<file path="src/cpl_pkg.sv">
package cpl_pkg;
	// register map
	localparam logic [7:0] OFS_CTRL = 8'h00;
	localparam logic [7:0] OFS_STATUS = 8'h04;
	localparam logic [7:0] OFS_MASK = 8'h08;
	localparam logic [7:0] OFS_STATE = 8'h0C;
	localparam int CTRL_AUTOSW_BIT = 0;
	localparam int CTRL_LDET_BIT = 1;
	localparam logic [1:0] CTRL_RESET = 2'h3;
	localparam logic [3:0] MASK_RESET = 4'h0;
	localparam int EV_ATTACH_BIT = 0;
	localparam int EV_RELEASE_BIT = 1;
	localparam int EV_AUTOSW_BIT = 2;
	localparam int EV_THERM_BIT = 3;
	localparam int NUM_EV = 4;
	localparam int STATE_LP_BIT = 4;
	localparam int STATE_MODE_POS = 8;
	// mode codes {mode_ctrl_a, mode_ctrl_b, mode_ctrl_c, limit_select}
	localparam logic [3:0] MODE_PW = 4'h3;
	localparam logic [3:0] MODE_DCP_LD = 4'h7;
	localparam logic [3:0] MODE_SDP_NO_DISCHARGE_MODE = 4'hE;
	localparam logic [3:0] MODE_CDP = 4'hF;
	localparam logic [2:0] MODE_HOLD_TOP = 3'h0;
	// time base
	localparam int CLK_PERIOD_NS = 10;
	localparam int TICK_NS = 1000000;
	localparam int TICK_CYCLES = TICK_NS / CLK_PERIOD_NS;
	localparam int NS_PER_MS = 1000000;
	localparam int T_ASSERT_MS = 200;
	localparam int T_RELEASE_MS = 3000;
	localparam int T_PW_IDLE_MS = 15000;
	localparam int T_PW_DISCH_MS = 2000;
	localparam int T_AS_QUAL_MS = 1000;
	localparam int T_MODE_DISCH_MS = 500;
	localparam int CNT_W = 16;
	// intervals in ticks; "more than" intervals get one extra tick
	// divide first: ms times ns overflows a 32-bit int; tick is a whole number of ms
	localparam logic [15:0] ASSERT_TICKS = 16'(T_ASSERT_MS / (TICK_NS / NS_PER_MS));
	localparam logic [15:0] RELEASE_TICKS = 16'(T_RELEASE_MS / (TICK_NS / NS_PER_MS));
	localparam logic [15:0] PW_IDLE_TICKS = 16'(T_PW_IDLE_MS / (TICK_NS / NS_PER_MS) + 1);
	localparam logic [15:0] PW_DISCH_TICKS = 16'(T_PW_DISCH_MS / (TICK_NS / NS_PER_MS) + 1);
	localparam logic [15:0] AS_QUAL_TICKS = 16'(T_AS_QUAL_MS / (TICK_NS / NS_PER_MS));
	localparam logic [15:0] MODE_DISCH_TICKS = 16'(T_MODE_DISCH_MS / (TICK_NS / NS_PER_MS));

	typedef enum logic [3:0] {
		ST_OFF = 4'h0,
		ST_HOLD = 4'h1,
		ST_NORMAL = 4'h2,
		ST_PW_LOW = 4'h3,
		ST_PW_DISCH = 4'h4,
		ST_AS_DISCH = 4'h5,
		ST_AS_SDP = 4'h6,
		ST_MODE_DISCH = 4'h7,
		ST_THERM = 4'h8
	} cpl_state_t;
endpackage : cpl_pkg

</file>
<file path="src/cpl_tick.sv">
`timescale 1ns/1ps
module cpl_tick #(
	parameter int CYCLES = cpl_pkg::TICK_CYCLES
) (
	// clock and reset
	input wire logic hclk,
	input wire logic hresetn,
	// slow time base pulse
	output logic tick
);
	logic [31:0] div_r;

	always_ff @(posedge hclk or negedge hresetn) begin
		if (!hresetn) begin
			div_r <= 32'h0;
			tick <= 1'b0;
		end else if (div_r == 32'(CYCLES - 1)) begin
			div_r <= 32'h0;
			tick <= 1'b1;
		end else begin
			div_r <= div_r + 32'h1;
			tick <= 1'b0;
		end
	end
endmodule : cpl_tick

</file>
<file path="src/cpl_qual.sv">
`timescale 1ns/1ps
module cpl_qual (
	// clock and reset
	input wire logic hclk,
	input wire logic hresetn,
	// condition and time base
	input wire logic cond,
	input wire logic tick,
	input wire logic [15:0] limit,
	// qualified condition
	output logic done
);
	logic [15:0] cnt_r;

	// any drop of the condition restarts the interval
	always_ff @(posedge hclk or negedge hresetn) begin
		if (!hresetn) begin
			cnt_r <= 16'h0;
		end else if (!cond) begin
			cnt_r <= 16'h0;
		end else if (tick && cnt_r < limit) begin
			cnt_r <= cnt_r + 16'h1;
		end
	end

	assign done = cond && (cnt_r >= limit);
endmodule : cpl_qual

</file>
<file path="src/cpl_top.sv">
// Chosen here: the register addresses and the AHB-Lite slave port.
`timescale 1ns/1ps
module cpl_top #(
	parameter int TICK_CYCLES = cpl_pkg::TICK_CYCLES
) (
	// clock and reset
	input wire logic hclk,
	input wire logic hresetn,
	// ahb-lite slave
	input wire logic hsel,
	input wire logic [31:0] haddr,
	input wire logic [1:0] htrans,
	input wire logic hwrite,
	input wire logic [2:0] hsize,
	input wire logic [31:0] hwdata,
	input wire logic hready,
	output logic hreadyout,
	output logic hresp,
	output logic [31:0] hrdata,
	// mode pins
	input wire logic mode_ctrl_a,
	input wire logic mode_ctrl_b,
	input wire logic mode_ctrl_c,
	input wire logic limit_select,
	input wire logic dev_enable,
	// analog comparators
	input wire logic cur_below_pw,
	input wire logic pw_limit_hit,
	input wire logic cur_above_lo_plus,
	input wire logic cur_below_lo_minus,
	input wire logic out_short,
	input wire logic over_temp,
	input wire logic temp_cooled,
	// data line detection
	input wire logic phone_dcp_seen,
	input wire logic phone_data_link,
	// switch control
	output logic switch_on_r,
	output logic discharge_r,
	output logic use_high_limit_r,
	output logic pw_limit_r,
	output logic const_current_r,
	output logic sdp_present_r,
	output logic load_present_n_r,
	output logic irq_r
);
	cpl_pkg::cpl_state_t state_r, state_nxt;
	logic [3:0] mode_now, mode_r;
	logic tick, pw_idle_q, ld_on_q, ld_off_q, as_q, disch_done;
	logic in_disch, mode_hold, ld_mode, mode_chg, quiet_chg, lp_r, lp_nxt;
	logic [15:0] disch_limit;
	logic [1:0] ctrl_r;
	logic [3:0] status_r, mask_r, ev;
	logic rd_en, wr_en, wr_pend_r;
	logic [7:0] wr_addr_r;
	logic [31:0] rdata;

	assign mode_now = {mode_ctrl_a, mode_ctrl_b, mode_ctrl_c, limit_select};
	assign mode_hold = (mode_now[3:1] == cpl_pkg::MODE_HOLD_TOP);
	assign ld_mode = (mode_now == cpl_pkg::MODE_DCP_LD) || (mode_now == cpl_pkg::MODE_CDP);
	assign mode_chg = (mode_now != mode_r);
	// the 1110/1111 pair is the only quiet change; all others discharge
	assign quiet_chg = ((mode_r == cpl_pkg::MODE_SDP_NO_DISCHARGE_MODE) && (mode_now == cpl_pkg::MODE_CDP)) ||
		((mode_r == cpl_pkg::MODE_CDP) && (mode_now == cpl_pkg::MODE_SDP_NO_DISCHARGE_MODE));
	assign in_disch = (state_r == cpl_pkg::ST_PW_DISCH) || (state_r == cpl_pkg::ST_AS_DISCH) ||
		(state_r == cpl_pkg::ST_MODE_DISCH);

	always_comb begin
		case (state_r)
			cpl_pkg::ST_PW_DISCH: disch_limit = cpl_pkg::PW_DISCH_TICKS;
			cpl_pkg::ST_AS_DISCH: disch_limit = cpl_pkg::MODE_DISCH_TICKS;
			default: disch_limit = cpl_pkg::MODE_DISCH_TICKS;
		endcase
	end

	cpl_tick #(.CYCLES(TICK_CYCLES)) u_tick (
		.hclk(hclk),
		.hresetn(hresetn),
		.tick(tick)
	);

	cpl_qual u_pw_idle (
		.hclk(hclk),
		.hresetn(hresetn),
		.cond(cur_below_pw && state_r == cpl_pkg::ST_NORMAL),
		.tick(tick),
		.limit(cpl_pkg::PW_IDLE_TICKS),
		.done(pw_idle_q)
	);

	cpl_qual u_ld_on (
		.hclk(hclk),
		.hresetn(hresetn),
		.cond(cur_above_lo_plus && switch_on_r),
		.tick(tick),
		.limit(cpl_pkg::ASSERT_TICKS),
		.done(ld_on_q)
	);

	cpl_qual u_ld_off (
		.hclk(hclk),
		.hresetn(hresetn),
		.cond(cur_below_lo_minus && switch_on_r),
		.tick(tick),
		.limit(cpl_pkg::RELEASE_TICKS),
		.done(ld_off_q)
	);

	// a phone that took the port for a dedicated charger and never linked
	cpl_qual u_autosw (
		.hclk(hclk),
		.hresetn(hresetn),
		.cond(phone_dcp_seen && !phone_data_link && mode_now == cpl_pkg::MODE_CDP),
		.tick(tick),
		.limit(cpl_pkg::AS_QUAL_TICKS),
		.done(as_q)
	);

	cpl_qual u_disch (
		.hclk(hclk),
		.hresetn(hresetn),
		.cond(in_disch),
		.tick(tick),
		.limit(disch_limit),
		.done(disch_done)
	);

	always_comb begin
		state_nxt = state_r;
		if (!dev_enable) begin
			state_nxt = cpl_pkg::ST_OFF;
		end else if (over_temp) begin
			state_nxt = cpl_pkg::ST_THERM;
		end else begin
			case (state_r)
				cpl_pkg::ST_OFF: begin
					state_nxt = mode_hold ? cpl_pkg::ST_HOLD : cpl_pkg::ST_NORMAL;
				end
				cpl_pkg::ST_HOLD: begin
					if (!mode_hold) state_nxt = cpl_pkg::ST_NORMAL;
				end
				cpl_pkg::ST_THERM: begin
					if (temp_cooled) state_nxt = cpl_pkg::ST_NORMAL;
				end
				cpl_pkg::ST_NORMAL: begin
					if (mode_hold) begin
						state_nxt = cpl_pkg::ST_HOLD;
					end else if (mode_chg && !quiet_chg) begin
						state_nxt = cpl_pkg::ST_MODE_DISCH;
					end else if (mode_now == cpl_pkg::MODE_PW && pw_idle_q) begin
						state_nxt = cpl_pkg::ST_PW_LOW;
					end else if (ctrl_r[cpl_pkg::CTRL_AUTOSW_BIT] && as_q) begin
						state_nxt = cpl_pkg::ST_AS_DISCH;
					end
				end
				cpl_pkg::ST_PW_LOW: begin
					if (mode_chg) begin
						state_nxt = cpl_pkg::ST_MODE_DISCH;
					end else if (pw_limit_hit) begin
						state_nxt = cpl_pkg::ST_PW_DISCH;
					end
				end
				cpl_pkg::ST_PW_DISCH, cpl_pkg::ST_MODE_DISCH: begin
					if (disch_done) state_nxt = cpl_pkg::ST_NORMAL;
				end
				cpl_pkg::ST_AS_DISCH: begin
					if (disch_done) state_nxt = cpl_pkg::ST_AS_SDP;
				end
				cpl_pkg::ST_AS_SDP: begin
					if (mode_chg && !quiet_chg) begin
						state_nxt = cpl_pkg::ST_MODE_DISCH;
					end else if (phone_data_link) begin
						state_nxt = cpl_pkg::ST_NORMAL;
					end
				end
				default: state_nxt = cpl_pkg::ST_OFF;
			endcase
		end
	end

	// load-present, asserted high internally
	always_comb begin
		lp_nxt = 1'b0;
		if (mode_now == cpl_pkg::MODE_PW) begin
			lp_nxt = (state_nxt == cpl_pkg::ST_NORMAL) || (state_nxt == cpl_pkg::ST_PW_DISCH);
		end else if (ld_mode && ctrl_r[cpl_pkg::CTRL_LDET_BIT] &&
			(state_nxt == cpl_pkg::ST_NORMAL || state_nxt == cpl_pkg::ST_AS_SDP)) begin
			if (ld_on_q) begin
				lp_nxt = 1'b1;
			end else if (ld_off_q) begin
				lp_nxt = 1'b0;
			end else begin
				lp_nxt = lp_r;
			end
		end
	end

	always_ff @(posedge hclk or negedge hresetn) begin
		if (!hresetn) begin
			state_r <= cpl_pkg::ST_OFF;
			mode_r <= 4'h0;
			lp_r <= 1'b0;
		end else begin
			state_r <= state_nxt;
			mode_r <= mode_now;
			lp_r <= lp_nxt;
		end
	end

	// switch drive, all from the next state so they move together
	always_ff @(posedge hclk or negedge hresetn) begin
		if (!hresetn) begin
			switch_on_r <= 1'b0;
			discharge_r <= 1'b0;
			use_high_limit_r <= 1'b0;
			pw_limit_r <= 1'b0;
			const_current_r <= 1'b0;
			sdp_present_r <= 1'b0;
			load_present_n_r <= 1'b1;
		end else begin
			switch_on_r <= (state_nxt == cpl_pkg::ST_NORMAL) || (state_nxt == cpl_pkg::ST_PW_LOW) ||
				(state_nxt == cpl_pkg::ST_AS_SDP);
			discharge_r <= (state_nxt == cpl_pkg::ST_HOLD) || (state_nxt == cpl_pkg::ST_PW_DISCH) ||
				(state_nxt == cpl_pkg::ST_AS_DISCH) || (state_nxt == cpl_pkg::ST_MODE_DISCH);
			// low limit in the sdp and forced modes and in ST_PW_LOW; dcp auto codes 0x10 stay high outside ST_PW_LOW
			use_high_limit_r <= (state_nxt != cpl_pkg::ST_PW_LOW) &&
				(mode_now[0] || (!mode_now[3] && mode_now[1]));
			pw_limit_r <= (state_nxt == cpl_pkg::ST_PW_LOW);
			// a short found at turn-on skips the full-current attempt
			const_current_r <= out_short && (state_nxt == cpl_pkg::ST_NORMAL ||
				state_nxt == cpl_pkg::ST_PW_LOW || state_nxt == cpl_pkg::ST_AS_SDP);
			sdp_present_r <= (state_nxt == cpl_pkg::ST_AS_SDP);
			load_present_n_r <= !lp_nxt;
		end
	end

	// bus slave: zero wait, read data registered in the address phase
	assign rd_en = hsel && htrans[1] && hready && !hwrite;
	assign wr_en = hsel && htrans[1] && hready && hwrite;

	always_comb begin
		case (haddr[7:0])
			cpl_pkg::OFS_CTRL: rdata = {30'h0, ctrl_r};
			cpl_pkg::OFS_STATUS: rdata = {28'h0, status_r};
			cpl_pkg::OFS_MASK: rdata = {28'h0, mask_r};
			cpl_pkg::OFS_STATE: rdata = {20'h0, mode_r, 3'h0, lp_r, state_r};
			default: rdata = 32'h0;
		endcase
	end

	always_ff @(posedge hclk or negedge hresetn) begin
		if (!hresetn) begin
			hreadyout <= 1'b0;
			hresp <= 1'b0;
			hrdata <= 32'h0;
			wr_pend_r <= 1'b0;
			wr_addr_r <= 8'h0;
		end else begin
			hreadyout <= 1'b1;
			hresp <= 1'b0;
			hrdata <= rd_en ? rdata : 32'h0;
			wr_pend_r <= wr_en;
			wr_addr_r <= haddr[7:0];
		end
	end

	always_ff @(posedge hclk or negedge hresetn) begin
		if (!hresetn) begin
			ctrl_r <= cpl_pkg::CTRL_RESET;
			mask_r <= cpl_pkg::MASK_RESET;
		end else if (wr_pend_r) begin
			if (wr_addr_r == cpl_pkg::OFS_CTRL) ctrl_r <= hwdata[1:0];
			if (wr_addr_r == cpl_pkg::OFS_MASK) mask_r <= hwdata[3:0];
		end
	end

	assign ev[cpl_pkg::EV_ATTACH_BIT] = lp_nxt && !lp_r;
	assign ev[cpl_pkg::EV_RELEASE_BIT] = !lp_nxt && lp_r;
	assign ev[cpl_pkg::EV_AUTOSW_BIT] = (state_nxt == cpl_pkg::ST_AS_DISCH) &&
		(state_r != cpl_pkg::ST_AS_DISCH);
	assign ev[cpl_pkg::EV_THERM_BIT] = (state_nxt == cpl_pkg::ST_THERM) &&
		(state_r != cpl_pkg::ST_THERM);

	// read clears, but an event in the same cycle survives
	always_ff @(posedge hclk or negedge hresetn) begin
		if (!hresetn) begin
			status_r <= 4'h0;
			irq_r <= 1'b0;
		end else begin
			status_r <= ((rd_en && haddr[7:0] == cpl_pkg::OFS_STATUS) ? 4'h0 : status_r) | ev;
			irq_r <= |(status_r & mask_r);
		end
	end
endmodule : cpl_top

</file>
<file path="config.mk">
export PLATFORM = sky130hd
export DESIGN_NAME = cpl_top
export DESIGN_NICKNAME = d
export VERILOG_FILES = /design/src/cpl_pkg.sv /design/src/cpl_tick.sv /design/src/cpl_qual.sv /design/src/cpl_top.sv
export SDC_FILE = /design/constraint.sdc
export NUM_CORES = 1
export LEC_CHECK = 0
export BUFFER_PORTS_ARGS = -buffer_cell sky130_fd_sc_hd__buf_2
export CAP_MARGIN = 20
export CELL_PAD_IN_SITES_DETAIL_PLACEMENT = 0
export CELL_PAD_IN_SITES_GLOBAL_PLACEMENT = 1
export CORE_ASPECT_RATIO = 2
export CORE_MARGIN = 2
export CORE_UTILIZATION = 46
export DETAILED_ROUTE_END_ITERATION = 10
export PLACE_DENSITY_LB_ADDON = 0.1
export SLEW_MARGIN = 15
export SYNTH_ARGS = -nofsm -noshare
export SYNTH_HDL_FRONTEND = slang
export SYNTH_HIERARCHICAL = 1
export SYNTH_SLANG_ARGS = --single-unit
</file>
<file path="constraint.sdc">
create_clock -name hclk -period 3.7 [get_ports hclk]
set_input_delay 0.74 -clock hclk [delete_from_list [all_inputs] [get_ports hclk]]
set_output_delay 0.74 -clock hclk [all_outputs]
set_load 0.05 [all_outputs]
</file>
Word level (Yosys, flattened, before mapping)
Index checks and enable logic that the tools add are counted.
W data, S select, Z words.
Word-level totals
  register bits: 182
  word-level logic and storage cells: 175
  memory bits (writable): 0
  bits of input ports: 88
  output and inout bits: 42
  bits in latches: 0
  ROM bits: 0
  memories kept: 0
Operators by class
  $mul: 0
  $lt $le $gt $ge: 10
  add/subtract/negate cells: 6
  bitwise gates (word level): 2
  muxes and demuxes: 36
  eq/ne operators: 36
  reduce and logical (&&, ||, !) cells: 60
  div/mod/pow operators: 0
  shift-type cells: 0
Operator list (number)
  $mux W16: 10
  $add A16 B1 Y16 const B: 5
  $mux W32: 2
  $mux W4: 15
  $pmux W12 S4: 1
  $eq A4 B3 Y1 const B: 9
  $logic_and A1 B1 Y1: 34
  $add A32 B1 Y32 const B: 1
  $eq A32 B17 Y1 const B: 1
  $pmux W4 S8: 1
  $eq A4 B4 Y1 const B: 6
  $eq A8 B4 Y1 const B: 3
  $eq A4 B2 Y1 const B: 5
  $ge A16 B10 Y1 const B: 1
  $ge A16 B11 Y1: 1
  $ge A16 B12 Y1 const B: 1
  $ge A16 B14 Y1 const B: 1
  $ge A16 B8 Y1 const B: 1
  $logic_not A8 Y1: 2
  $lt A16 B10 Y1 const B: 1
  $lt A16 B11 Y1: 1
  $lt A16 B12 Y1 const B: 1
  $lt A16 B14 Y1 const B: 1
  $lt A16 B8 Y1 const B: 1
  19 further kinds: 45

Longest topological paths before layout
  depth in word-level cells: 20
  mapped depth: 17

Cells and area by module
Netlist, hierarchy kept.
Modules (own cells, without submodules)
  cpl_qual: cells each 151, area an instance 1303.8 sq um, instances 5
  cpl_top: cells each 231, area an instance 2461.1 sq um, instances 1
  cpl_tick: cells each 144, area an instance 1592.8 sq um, instances 1

Worst setup path before layout
No wires, ideal clock.
  path kind: register to register
  start point: register state_r[2]
  end point: register lp_r
  path slack: 0.416 ns
  buffers on the path: 1
  stages on the path, launching flop included: 17
  arrival time: 3.163 ns
  required time: 3.579 ns
  cells stage by stage: dfrtp_1 > clkbuf_1 > nand2_1 > or3_1 > inv_1 > inv_1 > ha_1 > nand2_1 > o21ai_1 > a21oi_4 > a21oi_1 > maj3_1 > a211oi_1 > or3_1 > nor3_1 > o2111a_1 > nand2b_1
RTL lines
  start, declared: RTL line cpl_top.sv:47  | cpl_pkg::cpl_state_t state_r, state_nxt;
  start signal, assigned: RTL line cpl_top.sv:200  | state_r <= cpl_pkg::ST_OFF;
  start signal, assigned: RTL line cpl_top.sv:204  | state_r <= state_nxt;
  $eq A4 B3 Y1 *: RTL line cpl_top.sv:69  | case (state_r)
  $mux W11 *: RTL line cpl_top.sv:69
  net disch_limit[2]: RTL line cpl_top.sv:51  | logic [15:0] disch_limit;
  $ge A16 B11 Y1 *: RTL line cpl_qual.sv:26  | assign done = cond && (cnt_r >= limit);
  $logic_and A1 B1 Y1 *: RTL line cpl_qual.sv:26
  net disch_done: RTL line cpl_top.sv:49  | logic tick, pw_idle_q, ld_on_q, ld_off_q, as_q, disch_done;
  $mux W4 (on tied branches): RTL line cpl_top.sv:167, cpl_top.sv:164
  $pmux W4 S8 *: RTL line cpl_top.sv:135  | case (state_r)
  $mux W4 *: RTL line cpl_top.sv:132  | end else if (over_temp) begin
  $mux W4 *: RTL line cpl_top.sv:130  | if (!dev_enable) begin
  $eq A4 B2 Y1 or $eq A4 B3 Y1 (tied branches): RTL line cpl_top.sv:185, cpl_top.sv:187
  $logic_or A1 B1 Y1: RTL line cpl_top.sv:187  | (state_nxt == cpl_pkg::ST_NORMAL || state_nxt == cpl_pkg::ST_AS_SDP)) begin
  $logic_and A1 B1 Y1: RTL line cpl_top.sv:186  | end else if (ld_mode && ctrl_r[cpl_pkg::CTRL_LDET_BIT] &&
  $mux W1: RTL line cpl_top.sv:186
  $mux W1 *: RTL line cpl_top.sv:184  | if (mode_now == cpl_pkg::MODE_PW) begin
  net lp_nxt: RTL line cpl_top.sv:50  | logic in_disch, mode_hold, ld_mode, mode_chg, quiet_chg, lp_r, lp_nxt;
  end signal, assigned: RTL line cpl_top.sv:206  | lp_r <= lp_nxt;
  end, declared: RTL line cpl_top.sv:50
The timed path passes the listed nets; every way through them passes the cells marked *.
A chain may end at the register's enable or synchronous reset.

Worst setup path after layout
  start point: register state_r[3]
  end point: register lp_r
Same word-level chain as after synthesis.

==> results.py <==
metrics = {
    "run_status": {
        "outcome": "finished, final reports clean",
    },
    "global_route": {
        "grt_util_all_layers": 0.2054,
        "grt_pass1_wl_um": 40370,
        "grt_pass1_vias": 8412,
        "grt-ovfl-total": 0,
        "antenna_found_initial": 0,
        "grt_max_degree": 85,
    },
    "sta": {
        "setup_viol": 0,
        "period_share": 0.9246,
        "hold_viol": 0,
        "timing.fmax_mhz": 292.3,
        "maxSlewViolCount": 0,
        "tns_ps": 0,
        "fin_crit_ps": 3421,
        "relSlewSlack": 0.4388,
        "fin_skew_ps": 10.01,
        "worst_hold_slack_ps": 305.3,
        "tightestPinTransition_ps": 841.8,
    },
    "worst_setup_path": {
        "worstPathMaxFanout": 3,
        "max_stage_delay_ps": 370,
        "r2r_slack_ps": 280,
        "r2r_cells": 16,
        "path_cells": "inv_1, nand2_1, or3_1, inv_1, ha_1, nor2b_4, o211ai_2, a31oi_1, o21ai_0, a21oi_2, maj3_1, a211oi_1, or3_1, nor3_1, o2111a_1, nand2b_1",
        "crit_type": "reg -> reg",
        "cp_top_family": "compound AO/OA/AOI/OAI gates",
        "cp-end-kind": "flop",
        "cp.arrival_ps": 3750,
        "start_kind": "flop",
        "cp.depth": 16,
        "cpMaxStageDelayCell": "dfrtp_1",
        "cp.required_ps": 4030,
        "path_buf_inv": 2,
    },
    "layout": {
        "final_util": 0.5263,
        "num_antenna_cells": 0,
        "nFillCells": 2175,
        "finalNonFillerCells": 1549,
        "multi_input_area_um2": 6207,
        "drive_gt1_frac": 0.1190,
        "regArea_um2": 3983,
        "synthToLayoutAreaGrowth_pct": 12.71,
        "nets": 1430,
    },
    "floorplanning": {
        "die_height_um": 218.4,
        "die_w_um": 111.2,
        "coreArea_um2": 22640,
        "initial_core_util": 0.4670,
        "io_pins": 130,
        "num_rows": 78,
        "dieArea_um2": 24290,
    },
    "clocking": {
        "insertion_delay_ps": 450,
        "cts_sinks": 159,
        "clk_path_buf_depth": 2,
        "clk_pin_slew_ps": 70,
        "cts_made_buffers": 17,
        "cts_root_buf": "clkbuf_16",
        "h-tree-depth": 4,
        "cts_tree": "done",
    },
    "pwr": {
        "p_per_area_nw_per_um2": 335.2,
        "p_leak_nw": 5.324,
        "swShare": 0.2610,
        "p_sw_mw": 1.043,
        "internal-power_mw": 2.952,
        "peakVddDrop_uv": 400.8,
        "seq_power_share": 0.446,
        "power_frac_clock": 0.461,
        "p_comb_frac": 0.093,
    },
    "drt": {
        "drc": 0,
        "antenna_left": 0,
        "wl_per_cell_um": 15.14,
        "drtIter0Drc": 429,
        "routed_wl_um": 23450,
        "num_vias": 8412,
        "dr.pass1.iters": 4,
        "viasPerCell": 5.431,
    },
    "yosys": {
        "ys.flop_type": "dfrtp_1",
        "ys_ff_latch": 159,
        "async_flop_share": 1.000,
        "synth.area.top_cells": "dfrtp_1, ha_1, a21oi_1, inv_1, nand2_1",
        "synth-edff-count": 0,
        "yosysWarnings": 6,
        "netlist-cell-type-count": 80,
        "netlist_instances": 1130,
        "synth_area_um2": 10570,
        "synth_top_area_cell": "dfrtp_1",
        "yosysSeqAreaShare": 0.3767,
        "synth_top_cell_area_share": 0.3692,
        "synth_area_per_cell_um2": 9.356,
    },
    "place": {
        "portBuffers": 49,
        "gp_congestion": 0.7944,
        "place.detailed.hpwl_um": 17640,
        "dp_cells": 1515,
    },
    "flow_run": {
        "max_cap_violations": 0,
    },
    "worst_hold_path": {
        "hold_path.class": "in -> async",
    },
}
## metrics by stage
step | setup WS (ps) | power, mW | area, um^2
4_1_cts | 168.1 | 4.057 | 11890
5_1_grt | -5.022 | 4.180 | 11920
6_report | 279.0 | 3.995 | 11920
2_1_floorplan | 415.7 | 2.087 | 10940
3_3_place_gp | 218.7 | 2.182 | 11280
3_5_place_dp | 171.3 | 2.183 | 11280
## cell usage after synthesis (all sizes together) (2+ instances only)
library cell / n
dfrtp: 156
inv: 107
a21oi: 94
nand2: 92
ha: 86
nand3: 51
o21ai: 48
nand4: 46
buf: 36
nor2: 36
xnor2: 35
mux2i: 30
nand2b: 28
nor4: 28
o31ai: 27
or4: 25
and3: 21
or3: 21
and2: 17
clkbuf: 17
nor3: 15
nor2b: 11
o211ai: 11
nor4b: 9
a31oi: 8
mux2: 8
nand3b: 8
and4: 6
xor2: 6
a2111o: 5
a22oi: 4
a2111oi: 3
a211oi: 3
dfstp: 3
a21boi: 2
a21o: 2
conb: 2
mux4: 2
nand4b: 2
o2111a: 2
o22ai: 2
or2: 2
## registers in the layout, indices dropped and copies added (netlist names), 2 cells and up
signal	cells
u_tick/div_r	32
u_autosw/cnt_r	16
u_disch/cnt_r	16
u_ld_off/cnt_r	16
u_ld_on/cnt_r	16
u_pw_idle/cnt_r	16
hrdata	9
wr_addr_r	8
mask_r	4
mode_r	4
state_r	4
status_r	4
ctrl_r	2
## cell type report
type,instances,share of cell area
clock buffer,18,0.03601
tap,280,0.02940
multi-input combinational,909,0.5209
sequential,159,0.3342
clock inverter,14,0.01543
timing repair buffer,62,0.03034
inverter,107,0.03370
## final timing paths
path	to	startpoint
worst min-delay path	u_ld_on/cnt_r[13]$_DFFE_PN0P_	hresetn
worst min register to register	u_tick/div_r[31]$_DFF_PN0_	u_tick/div_r[31]$_DFF_PN0_
max in group asynchronous	u_pw_idle/cnt_r[7]$_DFFE_PN0P_	hresetn
min in group hclk	wr_addr_r[7]$_DFF_PN0_	haddr[7]
worst max register to register	lp_r$_DFF_PN0_	state_r[3]$_DFF_PN0_
worst max-delay path	lp_r$_DFF_PN0_	state_r[3]$_DFF_PN0_
## power groups by stage
stage | clock, mW | combinational (mW) | sequential, mW
6_report | 1.84 | 0.372 | 1.78
5_1_grt | 1.97 | 0.422 | 1.78
4_1_cts | 1.90 | 0.373 | 1.78
3_5_place_dp | 0 | 0.370 | 1.81
3_3_place_gp | 0 | 0.369 | 1.81
2_1_floorplan | 0 | 0.256 | 1.83
## timing repair
item / in CTS / in global routing
gates resized for setup: 0 / 4
setup endpoints to repair: 0 / 8
hold buffers: 0 / 0
setup buffers: 0 / 2
## metal layers
layer  GRT usage  part of all wire
met5           0                 0
met1      0.2294              0.41
met3     0.03966             0.027
met2      0.3756              0.53
met4     0.09177             0.032
## cells in the final DEF (no fill, tap or decap), types with 8 or more instances in the layout
cell and n:
nor4_1 27, a21oi_1 86, nand2_1 91, nor3_1 12, buf_2 48, buf_4 12
nor2_1 34, nand3_1 46, inv_1 106, or3_1 21, mux2_2 8, nand2b_1 28
and3_1 20, nand3b_1 8, conb_1 100, or4_1 25, and2_1 16, o21ai_0 41
mux2i_1 30, clkbuf_16 17, o31ai_1 27, dfrtp_1 156, xnor2_1 34, ha_1 86
nand4_1 45
## kinds of logic (layout without fill, tap and decap cells)
kind of cell             count (synthesis)  in the layout  synth area share
other                                    2            100         0.0007103
flip-flops                             159            159            0.3767
multiplexers                            40             40           0.04118
adder cells (fa/ha/maj)                 87             87            0.1027
AO/OA/AOI/OAI                          221            221            0.1402
AND/OR/NAND/NOR                        420            420            0.2318
buffers and inverters                  160            201           0.07195
XOR/XNOR                                41             41           0.03468
Power figures use the tool's default switching activity.
